--- config.mk ---
export PLATFORM = sky130hd
export DESIGN_NAME = lspd_scan_ctrl
export DESIGN_NICKNAME = d
export VERILOG_FILES = /design/src/inc/lspd_pkg.sv /design/src/hw/lspd_scan_ctrl.sv
export SDC_FILE = /design/constraint.sdc
export NUM_CORES = 1
export LEC_CHECK = 0
export BUFFER_PORTS_ARGS = -buffer_cell sky130_fd_sc_hd__buf_2
export CAP_MARGIN = 20
export CORE_ASPECT_RATIO = 1.5
export CORE_MARGIN = 2
export CORE_UTILIZATION = 60
export CTS_BUF_LIST = sky130_fd_sc_hd__clkbuf_8
export DETAILED_ROUTE_END_ITERATION = 8
export GPL_ROUTABILITY_DRIVEN = 0
export HOLD_SLACK_MARGIN = 0.15
export MAX_ROUTING_LAYER = met4
export PLACE_DENSITY_LB_ADDON = 0.05
export SLEW_MARGIN = 15
export SYNTH_ARGS = -nofsm -noshare
export SYNTH_HDL_FRONTEND = slang
export SYNTH_SLANG_ARGS = --single-unit
export TNS_END_PERCENT = 20
--- constraint.sdc ---
create_clock -name clock -period 12.42 [get_ports clock]
set_input_delay 1.242 -clock clock [delete_from_list [all_inputs] [get_ports clock]]
set_output_delay 1.242 -clock clock [all_outputs]
set_load 0.005 [all_outputs]
--- src/inc/lspd_pkg.sv ---
// Constants for the scan, partial display and gamma register block
package lspd_pkg;
	localparam int ADDR_W = 12;
	localparam int DATA_W = 32;
	// Register indices; byte address is four times the index
	localparam logic [9:0] IDX_CTRL = 10'h000;
	localparam logic [9:0] IDX_FRAME_MARK_OUT = 10'h001;
	localparam logic [9:0] IDX_BASE = 10'h002;
	localparam logic [9:0] IDX_PI1_AREA = 10'h003;
	localparam logic [9:0] IDX_PI2_AREA = 10'h004;
	localparam logic [9:0] IDX_PI_POS = 10'h005;
	localparam logic [9:0] IDX_STATUS = 10'h006;
	localparam logic [9:0] IDX_IRQ_STAT = 10'h007;
	localparam logic [9:0] IDX_IRQ_MASK = 10'h008;
	localparam logic [9:0] IDX_GAMMA_FIRST = 10'h300;
	localparam logic [9:0] IDX_GAMMA_LAST = 10'h3f0;
	localparam logic [9:0] IDX_GAMMA_POS = 10'h300;
	localparam logic [9:0] IDX_GAMMA_NEG = 10'h310;
	// Control fields
	localparam int CTRL_SM = 0;
	localparam int CTRL_GS = 1;
	localparam int CTRL_BASE = 2;
	localparam int CTRL_P1 = 3;
	localparam int CTRL_P2 = 4;
	localparam int CTRL_NL = 8;
	localparam int FM_POS = 0;
	localparam int FM_INT = 16;
	// Start or image 1 position field low, end or image 2 position field high
	localparam int LO_F = 0;
	localparam int HI_F = 16;
	localparam int ST_LINE = 0;
	localparam int ST_FRAME_MARK_OUT = 16;
	localparam int ST_SCAN = 17;
	// Interrupt bits
	localparam int IRQ_N = 2;
	localparam int IRQ_FRAME_MARK_OUT = 0;
	localparam int IRQ_FRAME = 1;
	// Reset values and full panel line count limits
	localparam logic [5:0] NL_RESET = 6'h35;
	localparam logic [5:0] NL_FULL = 6'h35;
	localparam logic [9:0] LINES_MAX = 10'h1b0;
	localparam logic [8:0] BASE_END_RESET = 9'h1af;
	localparam logic [8:0] FM_POS_RESET = 9'h000;
	localparam logic [2:0] FM_INT_RESET = 3'h0;
	// Gamma fine-tune fields
	localparam int GAMMA_N = 16;
	localparam int GAMMA_SLOT = 6;
	localparam int GAMMA_W [GAMMA_N] = '{5, 6, 6, 6, 6, 5, 5, 5, 4, 4, 4, 4, 4, 4, 4, 4};
	// Grayscale level tuned by each field
	localparam int GAMMA_LEVEL [GAMMA_N] = '{0, 1, 2, 61, 62, 63, 13, 50, 4, 8, 20, 27, 36, 43, 55, 59};
	// Line period in clock cycles
	localparam int LINE_CYCLES_DEF = 64;
endpackage

--- src/hw/lspd_scan_ctrl.sv ---
// Gate scan order, frame mark, partial display selection and gamma tune registers
`timescale 1ns/100ps
module lspd_scan_ctrl #(
	parameter int LINE_CYCLES = lspd_pkg::LINE_CYCLES_DEF
) (
	input wire logic clock,
	input wire logic rst,
	input wire logic [lspd_pkg::ADDR_W-1:0] paddr,
	input wire logic psel,
	input wire logic penable,
	input wire logic pwrite,
	input wire logic [lspd_pkg::DATA_W-1:0] pwdata,
	output logic [lspd_pkg::DATA_W-1:0] prdata,
	output logic pready,
	output logic pslverr,
	output logic frame_mark_out,
	output logic [8:0] gate_line,
	output logic gate_strobe,
	output logic line_visible,
	output logic [8:0] source_row,
	output logic [lspd_pkg::GAMMA_N*lspd_pkg::GAMMA_SLOT-1:0] gamma_pos_tune,
	output logic [lspd_pkg::GAMMA_N*lspd_pkg::GAMMA_SLOT-1:0] gamma_neg_tune,
	output logic irq
);

	logic scan_interleave_sel_reg;
	logic gate_scan_direction_reg;
	logic base_image_enable_reg;
	logic partial_img1_enable_reg;
	logic partial_img2_enable_reg;
	logic [5:0] active_line_count_reg;
	logic [8:0] frame_mark_line_pos_reg;
	logic [2:0] frame_mark_interval_reg;
	logic [8:0] base_area_start_reg;
	logic [8:0] base_area_end_reg;
	logic [8:0] partial_img1_start_reg;
	logic [8:0] partial_img1_end_reg;
	logic [8:0] partial_img2_start_reg;
	logic [8:0] partial_img2_end_reg;
	logic [8:0] partial_img1_screen_pos_reg;
	logic [8:0] partial_img2_screen_pos_reg;
	logic [5:0] gamma_pos_reg [lspd_pkg::GAMMA_N];
	logic [5:0] gamma_neg_reg [lspd_pkg::GAMMA_N];
	logic [lspd_pkg::IRQ_N-1:0] irq_stat_reg;
	logic [lspd_pkg::IRQ_N-1:0] irq_mask_reg;
	logic [lspd_pkg::DATA_W-1:0] prdata_reg;
	logic pslverr_reg;
	logic [15:0] div_reg;
	logic [9:0] step_reg;
	logic [2:0] skip_reg;
	logic frame_mark_reg;
	logic [8:0] gate_line_reg;
	logic gate_strobe_reg;
	logic line_visible_reg;
	logic [8:0] source_row_reg;

	logic [9:0] idx;
	logic wr_en;
	logic setup;
	logic mapped;
	logic [lspd_pkg::DATA_W-1:0] rd_next;
	logic line_tick;
	logic [9:0] lines_next;
	logic [9:0] half;
	logic [9:0] gate_next;
	logic last_step;
	logic fm_hit;
	logic vis_next;
	logic [9:0] row_next;
	logic [9:0] scr;
	logic [lspd_pkg::IRQ_N-1:0] irq_evt;

	assign idx = paddr[lspd_pkg::ADDR_W-1:2];
	assign setup = psel && !penable;
	assign wr_en = psel && penable && pwrite;
	assign pready = 1'b1;
	assign prdata = prdata_reg;
	assign pslverr = pslverr_reg;

	// Address decode
	always_comb begin
		mapped = 1'b1;
		rd_next = '0;
		case (idx)
			lspd_pkg::IDX_CTRL: begin
				rd_next[lspd_pkg::CTRL_SM] = scan_interleave_sel_reg;
				rd_next[lspd_pkg::CTRL_GS] = gate_scan_direction_reg;
				rd_next[lspd_pkg::CTRL_BASE] = base_image_enable_reg;
				rd_next[lspd_pkg::CTRL_P1] = partial_img1_enable_reg;
				rd_next[lspd_pkg::CTRL_P2] = partial_img2_enable_reg;
				rd_next[lspd_pkg::CTRL_NL +: 6] = active_line_count_reg;
			end
			lspd_pkg::IDX_FRAME_MARK_OUT: begin
				rd_next[lspd_pkg::FM_POS +: 9] = frame_mark_line_pos_reg;
				rd_next[lspd_pkg::FM_INT +: 3] = frame_mark_interval_reg;
			end
			lspd_pkg::IDX_BASE: begin
				rd_next[lspd_pkg::LO_F +: 9] = base_area_start_reg;
				rd_next[lspd_pkg::HI_F +: 9] = base_area_end_reg;
			end
			lspd_pkg::IDX_PI1_AREA: begin
				rd_next[lspd_pkg::LO_F +: 9] = partial_img1_start_reg;
				rd_next[lspd_pkg::HI_F +: 9] = partial_img1_end_reg;
			end
			lspd_pkg::IDX_PI2_AREA: begin
				rd_next[lspd_pkg::LO_F +: 9] = partial_img2_start_reg;
				rd_next[lspd_pkg::HI_F +: 9] = partial_img2_end_reg;
			end
			lspd_pkg::IDX_PI_POS: begin
				rd_next[lspd_pkg::LO_F +: 9] = partial_img1_screen_pos_reg;
				rd_next[lspd_pkg::HI_F +: 9] = partial_img2_screen_pos_reg;
			end
			lspd_pkg::IDX_STATUS: begin
				rd_next[lspd_pkg::ST_LINE +: 9] = gate_line_reg;
				rd_next[lspd_pkg::ST_FRAME_MARK_OUT] = frame_mark_reg;
				rd_next[lspd_pkg::ST_SCAN +: 10] = step_reg;
			end
			lspd_pkg::IDX_IRQ_STAT: begin
				rd_next[lspd_pkg::IRQ_N-1:0] = irq_stat_reg;
			end
			lspd_pkg::IDX_IRQ_MASK: begin
				rd_next[lspd_pkg::IRQ_N-1:0] = irq_mask_reg;
			end
			default: begin
				// Gamma window; unused slots read zero
				if (idx >= lspd_pkg::IDX_GAMMA_FIRST && idx <= lspd_pkg::IDX_GAMMA_LAST) begin
					if (idx[9:4] == lspd_pkg::IDX_GAMMA_POS[9:4]) begin
						rd_next[5:0] = gamma_pos_reg[idx[3:0]];
					end else if (idx[9:4] == lspd_pkg::IDX_GAMMA_NEG[9:4]) begin
						rd_next[5:0] = gamma_neg_reg[idx[3:0]];
					end
				end else begin
					mapped = 1'b0;
				end
			end
		endcase
	end

	// Read data and error captured in setup phase
	always_ff @(posedge clock or posedge rst) begin
		if (rst) begin
			prdata_reg <= '0;
			pslverr_reg <= 1'b0;
		end else if (setup) begin
			prdata_reg <= pwrite ? '0 : rd_next;
			pslverr_reg <= !mapped;
		end
	end

	// Control and mode registers
	always_ff @(posedge clock or posedge rst) begin
		if (rst) begin
			scan_interleave_sel_reg <= 1'b0;
			gate_scan_direction_reg <= 1'b0;
			base_image_enable_reg <= 1'b1;
			partial_img1_enable_reg <= 1'b0;
			partial_img2_enable_reg <= 1'b0;
			active_line_count_reg <= lspd_pkg::NL_RESET;
			frame_mark_line_pos_reg <= lspd_pkg::FM_POS_RESET;
			frame_mark_interval_reg <= lspd_pkg::FM_INT_RESET;
		end else if (wr_en && idx == lspd_pkg::IDX_CTRL) begin
			scan_interleave_sel_reg <= pwdata[lspd_pkg::CTRL_SM];
			gate_scan_direction_reg <= pwdata[lspd_pkg::CTRL_GS];
			base_image_enable_reg <= pwdata[lspd_pkg::CTRL_BASE];
			partial_img1_enable_reg <= pwdata[lspd_pkg::CTRL_P1];
			partial_img2_enable_reg <= pwdata[lspd_pkg::CTRL_P2];
			active_line_count_reg <= pwdata[lspd_pkg::CTRL_NL +: 6];
		end else if (wr_en && idx == lspd_pkg::IDX_FRAME_MARK_OUT) begin
			frame_mark_line_pos_reg <= pwdata[lspd_pkg::FM_POS +: 9];
			frame_mark_interval_reg <= pwdata[lspd_pkg::FM_INT +: 3];
		end
	end

	// Display area registers
	always_ff @(posedge clock or posedge rst) begin
		if (rst) begin
			base_area_start_reg <= '0;
			base_area_end_reg <= lspd_pkg::BASE_END_RESET;
			partial_img1_start_reg <= '0;
			partial_img1_end_reg <= '0;
			partial_img2_start_reg <= '0;
			partial_img2_end_reg <= '0;
			partial_img1_screen_pos_reg <= '0;
			partial_img2_screen_pos_reg <= '0;
		end else if (wr_en) begin
			if (idx == lspd_pkg::IDX_BASE) begin
				base_area_start_reg <= pwdata[lspd_pkg::LO_F +: 9];
				base_area_end_reg <= pwdata[lspd_pkg::HI_F +: 9];
			end
			if (idx == lspd_pkg::IDX_PI1_AREA) begin
				partial_img1_start_reg <= pwdata[lspd_pkg::LO_F +: 9];
				partial_img1_end_reg <= pwdata[lspd_pkg::HI_F +: 9];
			end
			if (idx == lspd_pkg::IDX_PI2_AREA) begin
				partial_img2_start_reg <= pwdata[lspd_pkg::LO_F +: 9];
				partial_img2_end_reg <= pwdata[lspd_pkg::HI_F +: 9];
			end
			if (idx == lspd_pkg::IDX_PI_POS) begin
				partial_img1_screen_pos_reg <= pwdata[lspd_pkg::LO_F +: 9];
				partial_img2_screen_pos_reg <= pwdata[lspd_pkg::HI_F +: 9];
			end
		end
	end

	// Gamma fine-tune fields, masked to their widths
	generate
		for (genvar i = 0; i < lspd_pkg::GAMMA_N; i++) begin : g_gamma
			localparam logic [5:0] MASK = 6'((1 << lspd_pkg::GAMMA_W[i]) - 1);
			always_ff @(posedge clock or posedge rst) begin
				if (rst) begin
					gamma_pos_reg[i] <= '0;
					gamma_neg_reg[i] <= '0;
				end else if (wr_en) begin
					if (idx == lspd_pkg::IDX_GAMMA_POS + 10'(i)) begin
						gamma_pos_reg[i] <= pwdata[5:0] & MASK;
					end
					if (idx == lspd_pkg::IDX_GAMMA_NEG + 10'(i)) begin
						gamma_neg_reg[i] <= pwdata[5:0] & MASK;
					end
				end
			end
			assign gamma_pos_tune[i*lspd_pkg::GAMMA_SLOT +: lspd_pkg::GAMMA_SLOT] = gamma_pos_reg[i];
			assign gamma_neg_tune[i*lspd_pkg::GAMMA_SLOT +: lspd_pkg::GAMMA_SLOT] = gamma_neg_reg[i];
		end
	endgenerate

	// Line rate divider
	always_ff @(posedge clock or posedge rst) begin
		if (rst) begin
			div_reg <= '0;
		end else if (div_reg == 16'(LINE_CYCLES - 1)) begin
			div_reg <= '0;
		end else begin
			div_reg <= div_reg + 16'h0001;
		end
	end
	assign line_tick = (div_reg == 16'(LINE_CYCLES - 1));

	// Active lines: eight per count step, full panel at 6'h35 and up
	always_comb begin
		if (active_line_count_reg >= lspd_pkg::NL_FULL) begin
			lines_next = lspd_pkg::LINES_MAX;
		end else begin
			lines_next = {1'b0, active_line_count_reg + 6'h01, 3'h0};
		end
	end
	assign half = {1'b0, lines_next[9:1]};
	assign last_step = (step_reg >= lines_next - 10'h001);

	// Gate line for the current scan step
	always_comb begin
		case ({scan_interleave_sel_reg, gate_scan_direction_reg})
			2'b00: begin
				gate_next = step_reg + 10'h001;
			end
			2'b01: begin
				gate_next = lines_next - step_reg;
			end
			2'b10: begin
				if (step_reg < half) begin
					gate_next = {step_reg[8:0], 1'b1};
				end else begin
					gate_next = 10'({step_reg - half, 1'b0}) + 10'h002;
				end
			end
			2'b11: begin
				if (step_reg < half) begin
					gate_next = lines_next - {step_reg[8:0], 1'b0};
				end else begin
					gate_next = lines_next - 10'h001 - 10'({step_reg - half, 1'b0});
				end
			end
			default: begin
				gate_next = step_reg + 10'h001;
			end
		endcase
	end

	// Visibility and source row of the scanned screen line
	always_comb begin
		scr = gate_next - 10'h001;
		vis_next = 1'b0;
		row_next = scr;
		if (base_image_enable_reg) begin
			vis_next = (scr >= {1'b0, base_area_start_reg}) && (scr <= {1'b0, base_area_end_reg});
		end else begin
			// Image 2 first so image 1 wins an overlap
			if (partial_img2_enable_reg && scr >= {1'b0, partial_img2_screen_pos_reg}
				&& scr - {1'b0, partial_img2_screen_pos_reg}
				<= {1'b0, partial_img2_end_reg} - {1'b0, partial_img2_start_reg}) begin
				vis_next = 1'b1;
				row_next = {1'b0, partial_img2_start_reg} + scr - {1'b0, partial_img2_screen_pos_reg};
			end
			if (partial_img1_enable_reg && scr >= {1'b0, partial_img1_screen_pos_reg}
				&& scr - {1'b0, partial_img1_screen_pos_reg}
				<= {1'b0, partial_img1_end_reg} - {1'b0, partial_img1_start_reg}) begin
				vis_next = 1'b1;
				row_next = {1'b0, partial_img1_start_reg} + scr - {1'b0, partial_img1_screen_pos_reg};
			end
		end
	end

	// Scan step counter
	always_ff @(posedge clock or posedge rst) begin
		if (rst) begin
			step_reg <= '0;
		end else if (line_tick) begin
			step_reg <= last_step ? 10'h000 : step_reg + 10'h001;
		end
	end

	// Gate outputs, registered per line
	always_ff @(posedge clock or posedge rst) begin
		if (rst) begin
			gate_line_reg <= '0;
			gate_strobe_reg <= 1'b0;
			line_visible_reg <= 1'b0;
			source_row_reg <= '0;
		end else begin
			gate_strobe_reg <= line_tick;
			if (line_tick) begin
				gate_line_reg <= gate_next[8:0];
				line_visible_reg <= vis_next;
				source_row_reg <= row_next[8:0];
			end
		end
	end

	// Frame skip counter for the mark interval
	always_ff @(posedge clock or posedge rst) begin
		if (rst) begin
			skip_reg <= '0;
		end else if (line_tick && last_step) begin
			skip_reg <= (skip_reg == 3'h0) ? frame_mark_interval_reg : skip_reg - 3'h1;
		end
	end
	assign fm_hit = (step_reg == {1'b0, frame_mark_line_pos_reg}) && (skip_reg == 3'h0);

	// Frame mark held for one line period
	always_ff @(posedge clock or posedge rst) begin
		if (rst) begin
			frame_mark_reg <= 1'b0;
		end else if (line_tick) begin
			frame_mark_reg <= fm_hit;
		end
	end

	// Interrupt status, set wins over clear
	assign irq_evt = {line_tick && last_step, line_tick && fm_hit};
	always_ff @(posedge clock or posedge rst) begin
		if (rst) begin
			irq_stat_reg <= '0;
			irq_mask_reg <= '0;
		end else begin
			if (wr_en && idx == lspd_pkg::IDX_IRQ_MASK) begin
				irq_mask_reg <= pwdata[lspd_pkg::IRQ_N-1:0];
			end
			if (wr_en && idx == lspd_pkg::IDX_IRQ_STAT) begin
				irq_stat_reg <= (irq_stat_reg & ~pwdata[lspd_pkg::IRQ_N-1:0]) | irq_evt;
			end else begin
				irq_stat_reg <= irq_stat_reg | irq_evt;
			end
		end
	end

	assign irq = |(irq_stat_reg & irq_mask_reg);
	assign frame_mark_out = frame_mark_reg;
	assign gate_line = gate_line_reg;
	assign gate_strobe = gate_strobe_reg;
	assign line_visible = line_visible_reg;
	assign source_row = source_row_reg;

endmodule

# After elaboration in Yosys (flattened, before gate mapping)
# Cells that the tools add are included.
[totals]
in_bits = 49
elab_cells = 242
ff_bits = 334
[op_classes]
mux = 35
n_eq_ne = 47
n_reduce_logical = 62
addsub = 19
magnitude_cmp = 12
n_bitwise = 7
[ops]
columns = ["operator", "count"]
rows = [
  ["10-bit == test (second input constant)", 32],
  ["2-bit AND reduction", 37],
  ["6-bit binary-select mux with 4-bit select", 2],
  ["6-bit 2-to-1 mux", 7],
  ["10-bit by 3-bit == test with 1-bit output (second input constant)", 4],
  ["10-bit one-hot mux with 4 select lines", 1],
  ["9-bit 2-to-1 mux", 4],
  ["10-bit by 9-bit greater-or-equal comparator with 1-bit output", 3],
  ["10-bit 2-to-1 mux", 3],
  ["6-bit one-hot mux with 5 select lines", 1],
  ["27-bit 2-to-1 mux", 1],
  ["9-bit subtractor", 3],
  ["3-bit one-hot mux with 8 select lines", 1],
  ["10-bit by 2-bit == test with 1-bit output (second input constant)", 2],
  ["10-bit less-or-equal comparator", 2],
  ["10-bit by 1-bit subtractor with 10-bit output (second input constant)", 2],
  ["10-bit subtractor", 2],
  ["10-bit by 9-bit subtractor with 10-bit output", 2],
  ["9-bit by 9-bit subtractor with 10-bit output", 2],
  ["9-bit adder", 2],
  ["2-bit one-hot mux with 9 select lines", 1],
  ["3-bit one-hot mux with 6 select lines", 1],
  ["16-bit by 1-bit adder with 16-bit output (second input constant)", 1],
  ["16-bit by 6-bit == test with 1-bit output (second input constant)", 1],
  ["38 further kinds", 65],
]

# Longest topological paths before layout
[depth]
ltp_word = 13
ltp_mapped = 39

# Worst setup path before layout
# OpenSTA, ideal clock, no wires.
[synth_timing]
path_type = "register -> register"
start = "register active_line_count_reg[0]"
end = "register source_row_reg[8], in the netlist source_row[8]"
setup_ps = 132
setup_slack_ps = 5321
stages_incl_launch_ff = 39
period_less_slack_ps = 7099
t_arrival_ps = 6967
path_cell_list = "dfstp_2 inv_1 ha_1 nand2b_1 a21oi_1 nor2_1 nor2_1 ha_1 fa_1 nor2b_4 o2111ai_2 nand3_1 buf_2 nand2_1 o21ai_0 xnor2_1 ha_1 xnor2_1 [3 not listed] a21o_1 a21o_1 a21o_1 a21o_1 a21oi_1 xor2_1 ha_1 nand4_1 nor2_1 a21oi_1 o211ai_1 nand2_1 nand2_1 a211oi_1 buf_2 nand2_1 a21oi_1 a211oi_2"
[synth_between]
elab_chain_len = 13
[synth_lines]
columns = ["item", "line_no", "text"]
rows = [
  ["start, declared", "lspd_scan_ctrl.sv:31", "logic [5:0] active_line_count_reg;"],
  ["start signal, assigned", "lspd_scan_ctrl.sv:158", "active_line_count_reg <= lspd_pkg::NL_RESET;"],
  ["start signal, assigned", "lspd_scan_ctrl.sv:167", "active_line_count_reg <= pwdata[lspd_pkg::CTRL_NL +: 6];"],
  ["6-bit by 1-bit adder with 6-bit output or 6-bit greater-or-equal comparator (tied branches)", "lspd_scan_ctrl.sv:244, lspd_scan_ctrl.sv:241", ""],
  ["9-bit 2-to-1 mux *", "lspd_scan_ctrl.sv:241", "if (active_line_count_reg >= lspd_pkg::NL_FULL) begin"],
  ["10-bit by 1-bit subtractor with 10-bit output or 9-bit subtractor (tied branches)", "lspd_scan_ctrl.sv:270, lspd_scan_ctrl.sv:263", ""],
  ["10-bit subtractor or 10-bit by 2-bit adder with 10-bit output (tied branches)", "lspd_scan_ctrl.sv:270, lspd_scan_ctrl.sv:263", ""],
  ["10-bit 2-to-1 mux (on tied branches)", "lspd_scan_ctrl.sv:267, lspd_scan_ctrl.sv:260", ""],
  ["10-bit one-hot mux with 4 select lines *", "lspd_scan_ctrl.sv:252", "case ({scan_interleave_sel_reg, gate_scan_direction_reg})"],
  ["10-bit by 1-bit subtractor with 10-bit output *", "lspd_scan_ctrl.sv:281", "scr = gate_next - 10'h001;"],
  ["10-bit by 9-bit subtractor with 10-bit output or 10-bit by 9-bit greater-or-equal comparator with 1-bit output (tied branches)", "lspd_scan_ctrl.sv:289, lspd_scan_ctrl.sv:288", ""],
  ["10-bit less-or-equal comparator or 1-bit logical AND (tied branches)", "lspd_scan_ctrl.sv:290, lspd_scan_ctrl.sv:288", ""],
  ["1-bit logical AND", "lspd_scan_ctrl.sv:289", "&& scr - {1'b0, partial_img2_screen_pos_reg}"],
  ["9-bit 2-to-1 mux", "lspd_scan_ctrl.sv:288", "if (partial_img2_enable_reg && scr >= {1'b0, partial_img2_screen_pos_reg}"],
  ["9-bit 2-to-1 mux", "lspd_scan_ctrl.sv:294", "if (partial_img1_enable_reg && scr >= {1'b0, partial_img1_screen_pos_reg}"],
  ["9-bit 2-to-1 mux *", "lspd_scan_ctrl.sv:284", "if (base_image_enable_reg) begin"],
  ["end signal, assigned", "lspd_scan_ctrl.sv:324", "source_row_reg <= row_next[8:0];"],
  ["end, declared", "lspd_scan_ctrl.sv:55", "logic [8:0] source_row_reg;"],
]
# Every way passes the cells marked *; elsewhere a longest branch is shown, timed or not.
# A chain may end at the register's enable or synchronous reset.

# Final worst setup path
# Same ends and word-level chain as after synthesis.

==> results by group <==
Status
  • Status: finished, final reports clean

CTS
  • Clock sinks: 327
  • Clock Pin Slew Worst Setup and Hold Paths: 0.06 ns
  • Number of CTS-inserted buffers: 50
  • H-Tree Depth: 2
  • Post-CTS Hold Buffers: 0
  • Root buffer cell: clkbuf_8
  • Post-CTS Setup Repair Bufs: 0
  • CTS tree: yes
  • Clock latency at the later pin of the worst-skew pair: 0.60 ns
  • CTS max path bufs: 3
  • Post-CTS Resized: 0

Pwr
  • Power per cell area: 90.29 nW/um2
  • Peak supply drop: 0.1054 mV
  • LEAKAGE: 12.17 nW
  • Total chip power: 2.123 mW

Drt
  • Drt total wl: 63100 um
  • Drt initial violations: 1111
  • Antenna-violating nets left: 0
  • Via count: 16.54k
  • Via density per instance: 6.084
  • Avg WL per Cell: 23.22 um
  • # DRC: 0
  • Pre-antenna DRT Iters: 8

Synthesis
  • Async set-reset flop share out of synthesis: 100.0%
  • Synth Register Bits: 327
  • Synth unique cells: 87
  • Cell count after synthesis: 1992
  • Syn_area_per_cell: 10.57 um2
  • Synthesized cell area: 21050 um2
  • Ys flop type: dfrtp_1
  • Synth Warn #: 0
  • EDFF count, synth: 0
  • Sequential-to-total area share from yosys stat: 38.94%

Floorplanning
  • DIE WIDTH: 156.9 um
  • Top Ports: 297
  • Die H: 233.4 um
  • Die Area: 36630 um2
  • Effective utilization at floorplan: 60.52%
  • Core area: 34790 um2
  • Row cnt: 84

GRT
  • Largest net degree at the start of global routing: 165
  • Initial antenna violation count: 0
  • Overall Global Routing Usage: 35.84%
  • First-pass GRT wire length: 95880 um
  • Vias in the first global route: 16.68k
  • Gr ovfl total: 0

STA
  • Final setup violating endpoints: 0
  • Worst setup margin: 3.250 ns
  • Max Clk Rate: 109.1 MHz
  • Slew Limit Fails: 0
  • Fin Hold WS: 0.4775 ns
  • Minimum clock period: 9.170 ns
  • Worst Skew: 0.01908 ns
  • Max-Slew Margin vs Limit: 26.01%
  • RSZ-0062 raised after global routing: no
  • Worst-margin pin slew: 1.101 ns
  • Hold Violations, Final: 0
  • Total negative setup slack: 0 ns
  • Tcrit/Tclk final: 73.83%

Worst setup path
  • Required time of the worst setup path: 12.93 ns
  • Crit Path Max Fanout: 14
  • Buf/Inv on CP: 2
  • Max stage delay on crit path: 0.79 ns
  • Crit path kind: reg -> reg
  • Endpoint class of the critical path: flip-flop
  • Crit start category: flip-flop
  • Most used cell, CP: ha_1
  • Critical path arrival: 9.68 ns
  • CP max stage cell: a211oi_2
  • CP delay by family, top: compound AO/OA/AOI/OAI gates

Place
  • DP Worst Slack: 3.391 ns
  • Post-DP Area: 22460 um2
  • Detailed placer's ending HPWL: 47460 um
  • Cell count after placement: 2624
  • PortBufs: 237

Layout
  • Syn-to-layout area delta: 11.67%
  • Total Nets Final: 2404
  • Fraction of final layout cells sized beyond drive strength 1: 29.68%
  • Cell area after layout: 23510 um2
  • Fin cells: 2718
  • Layout Utilization: 67.58%
  • Most frequent cells in the layout: 315 x dfrtp_1, 237 x mux2_2, 237 x buf_2, 159 x nand2_1, 144 x inv_1
  • Commonest non-fill, non-tap cell in the layout: dfrtp_1

Job
  • Max Cap Viol: 0

Worst hold path
  • Min-Delay Path Class: reg -> reg
-- where the power goes --
group          switching (mW)  leakage (nW)  internal (mW)
logic                  0.0841          7.14         0.0359
registers             0.00458          4.42           1.07
clock network           0.440         0.610          0.489
total                   0.529          12.2           1.59
-- Yosys cell counts, types with 4 or more instances --
| master | number | area share (%) |
|---|---|---|
| and2_1 | 8 | 0.24 |
| mux2i_1 | 12 | 0.57 |
| o21ai_0 | 95 | 2.3 |
| a211o_1 | 4 | 0.17 |
| a22oi_1 | 23 | 0.82 |
| buf_4 | 48 | 1.7 |
| a221oi_1 | 13 | 0.54 |
| ha_1 | 130 | 7.7 |
| o21bai_1 | 8 | 0.29 |
| o21a_1 | 9 | 0.32 |
| clkbuf_1 | 76 | 1.4 |
| nand3_1 | 26 | 0.62 |
| a311oi_1 | 4 | 0.17 |
| o31ai_1 | 7 | 0.25 |
| or2_2 | 13 | 0.39 |
| fa_1 | 22 | 2.1 |
| nand4_1 | 17 | 0.51 |
| nor4_1 | 9 | 0.27 |
| nand2b_1 | 20 | 0.59 |
| buf_2 | 13 | 0.31 |
| xnor2_1 | 67 | 2.8 |
| dfrtp_1 | 315 | 37 |
| a21o_1 | 45 | 1.6 |
| nor3_1 | 24 | 0.57 |
| nor2_1 | 96 | 1.7 |
| a22o_1 | 8 | 0.33 |
| inv_1 | 126 | 2.2 |
| mux2_2 | 237 | 13 |
| a222oi_1 | 16 | 0.76 |
| a211oi_1 | 10 | 0.36 |
| nor2b_1 | 29 | 0.86 |
| or3_1 | 8 | 0.24 |
| dfstp_2 | 12 | 1.5 |
| and3_1 | 12 | 0.36 |
| buf_1 | 9 | 0.16 |
| nand2_1 | 159 | 2.8 |
| mux4_2 | 45 | 4.8 |
| o22ai_1 | 9 | 0.27 |
| a31oi_1 | 11 | 0.33 |
| a21oi_1 | 79 | 1.9 |
| o211ai_1 | 10 | 0.36 |
| xor2_1 | 39 | 1.6 |
-- worst paths after layout --
check,slack [ns],start,depth (start not counted),to
worst max-delay path,3.25,active_line_count_reg[0]$_DFFE_PP1P_,36,source_row[8]$_DFFE_PP0P_
worst min-delay path,0.48,div_reg[15]$_DFF_PP0_,1,div_reg[15]$_DFF_PP0_
worst max register to register,3.25,active_line_count_reg[0]$_DFFE_PP1P_,36,source_row[8]$_DFFE_PP0P_
worst min register to register,0.48,div_reg[15]$_DFF_PP0_,1,div_reg[15]$_DFF_PP0_
max in group asynchronous,10.22,rst,3,step_reg[7]$_DFFE_PP0P_
min in group asynchronous,0.73,rst,2,gamma_pos_tune[40]$_DFFE_PP0P_
-- cell type report --
class / instances / area (um2)
Clock buffer: 61 / 839.6
Inverter: 131 / 499.2
Antenna cell: 1 / 2.502
Tap cell: 473 / 591.8
Sequential cell: 327 / 8198
Clock inverter: 32 / 198.9
Multi-Input combinational cell: 1434 / 11810
Fill cell: 2816 / 11280
Timing Repair Buffer: 259 / 1368
-- metal layers --
layer | wire length (um) | vias to the layer above | global-route usage, % | share of wire, %
li1 | - | 7468 | - | -
met1 | 22610 | 8120 | 39.85 | 36
met2 | 31040 | 725 | 58.65 | 49
met3 | 3746 | 224 | 4.842 | 5.9
met4 | 5712 | 0 | 26.75 | 9.1
met5 | 0 | - | - | 0
-- cell families (layout without fill, tap and decap cells) --
family,after synthesis,after routing,synth area share (%)
buf+inv,277,483,5.872
other cells,2,49,0.03567
flops,327,327,38.94
compound gates,391,391,12.66
simple gates,438,438,9.878
fa+ha+maj,154,154,9.919
mux,295,295,18.13
xor+xnor,108,108,4.564
-- worst reg2reg max path: cells and delay by family (launching register included) --
family	cells	cell delay, ns
simple gates	12	2.39
buf+inv	2	0.47
compound gates	13	2.84
xor+xnor	2	0.39
mux	1	0.35
flops	1	0.68
fa+ha+maj	6	1.96
Note: power is estimated with default switching activity, not from simulation.
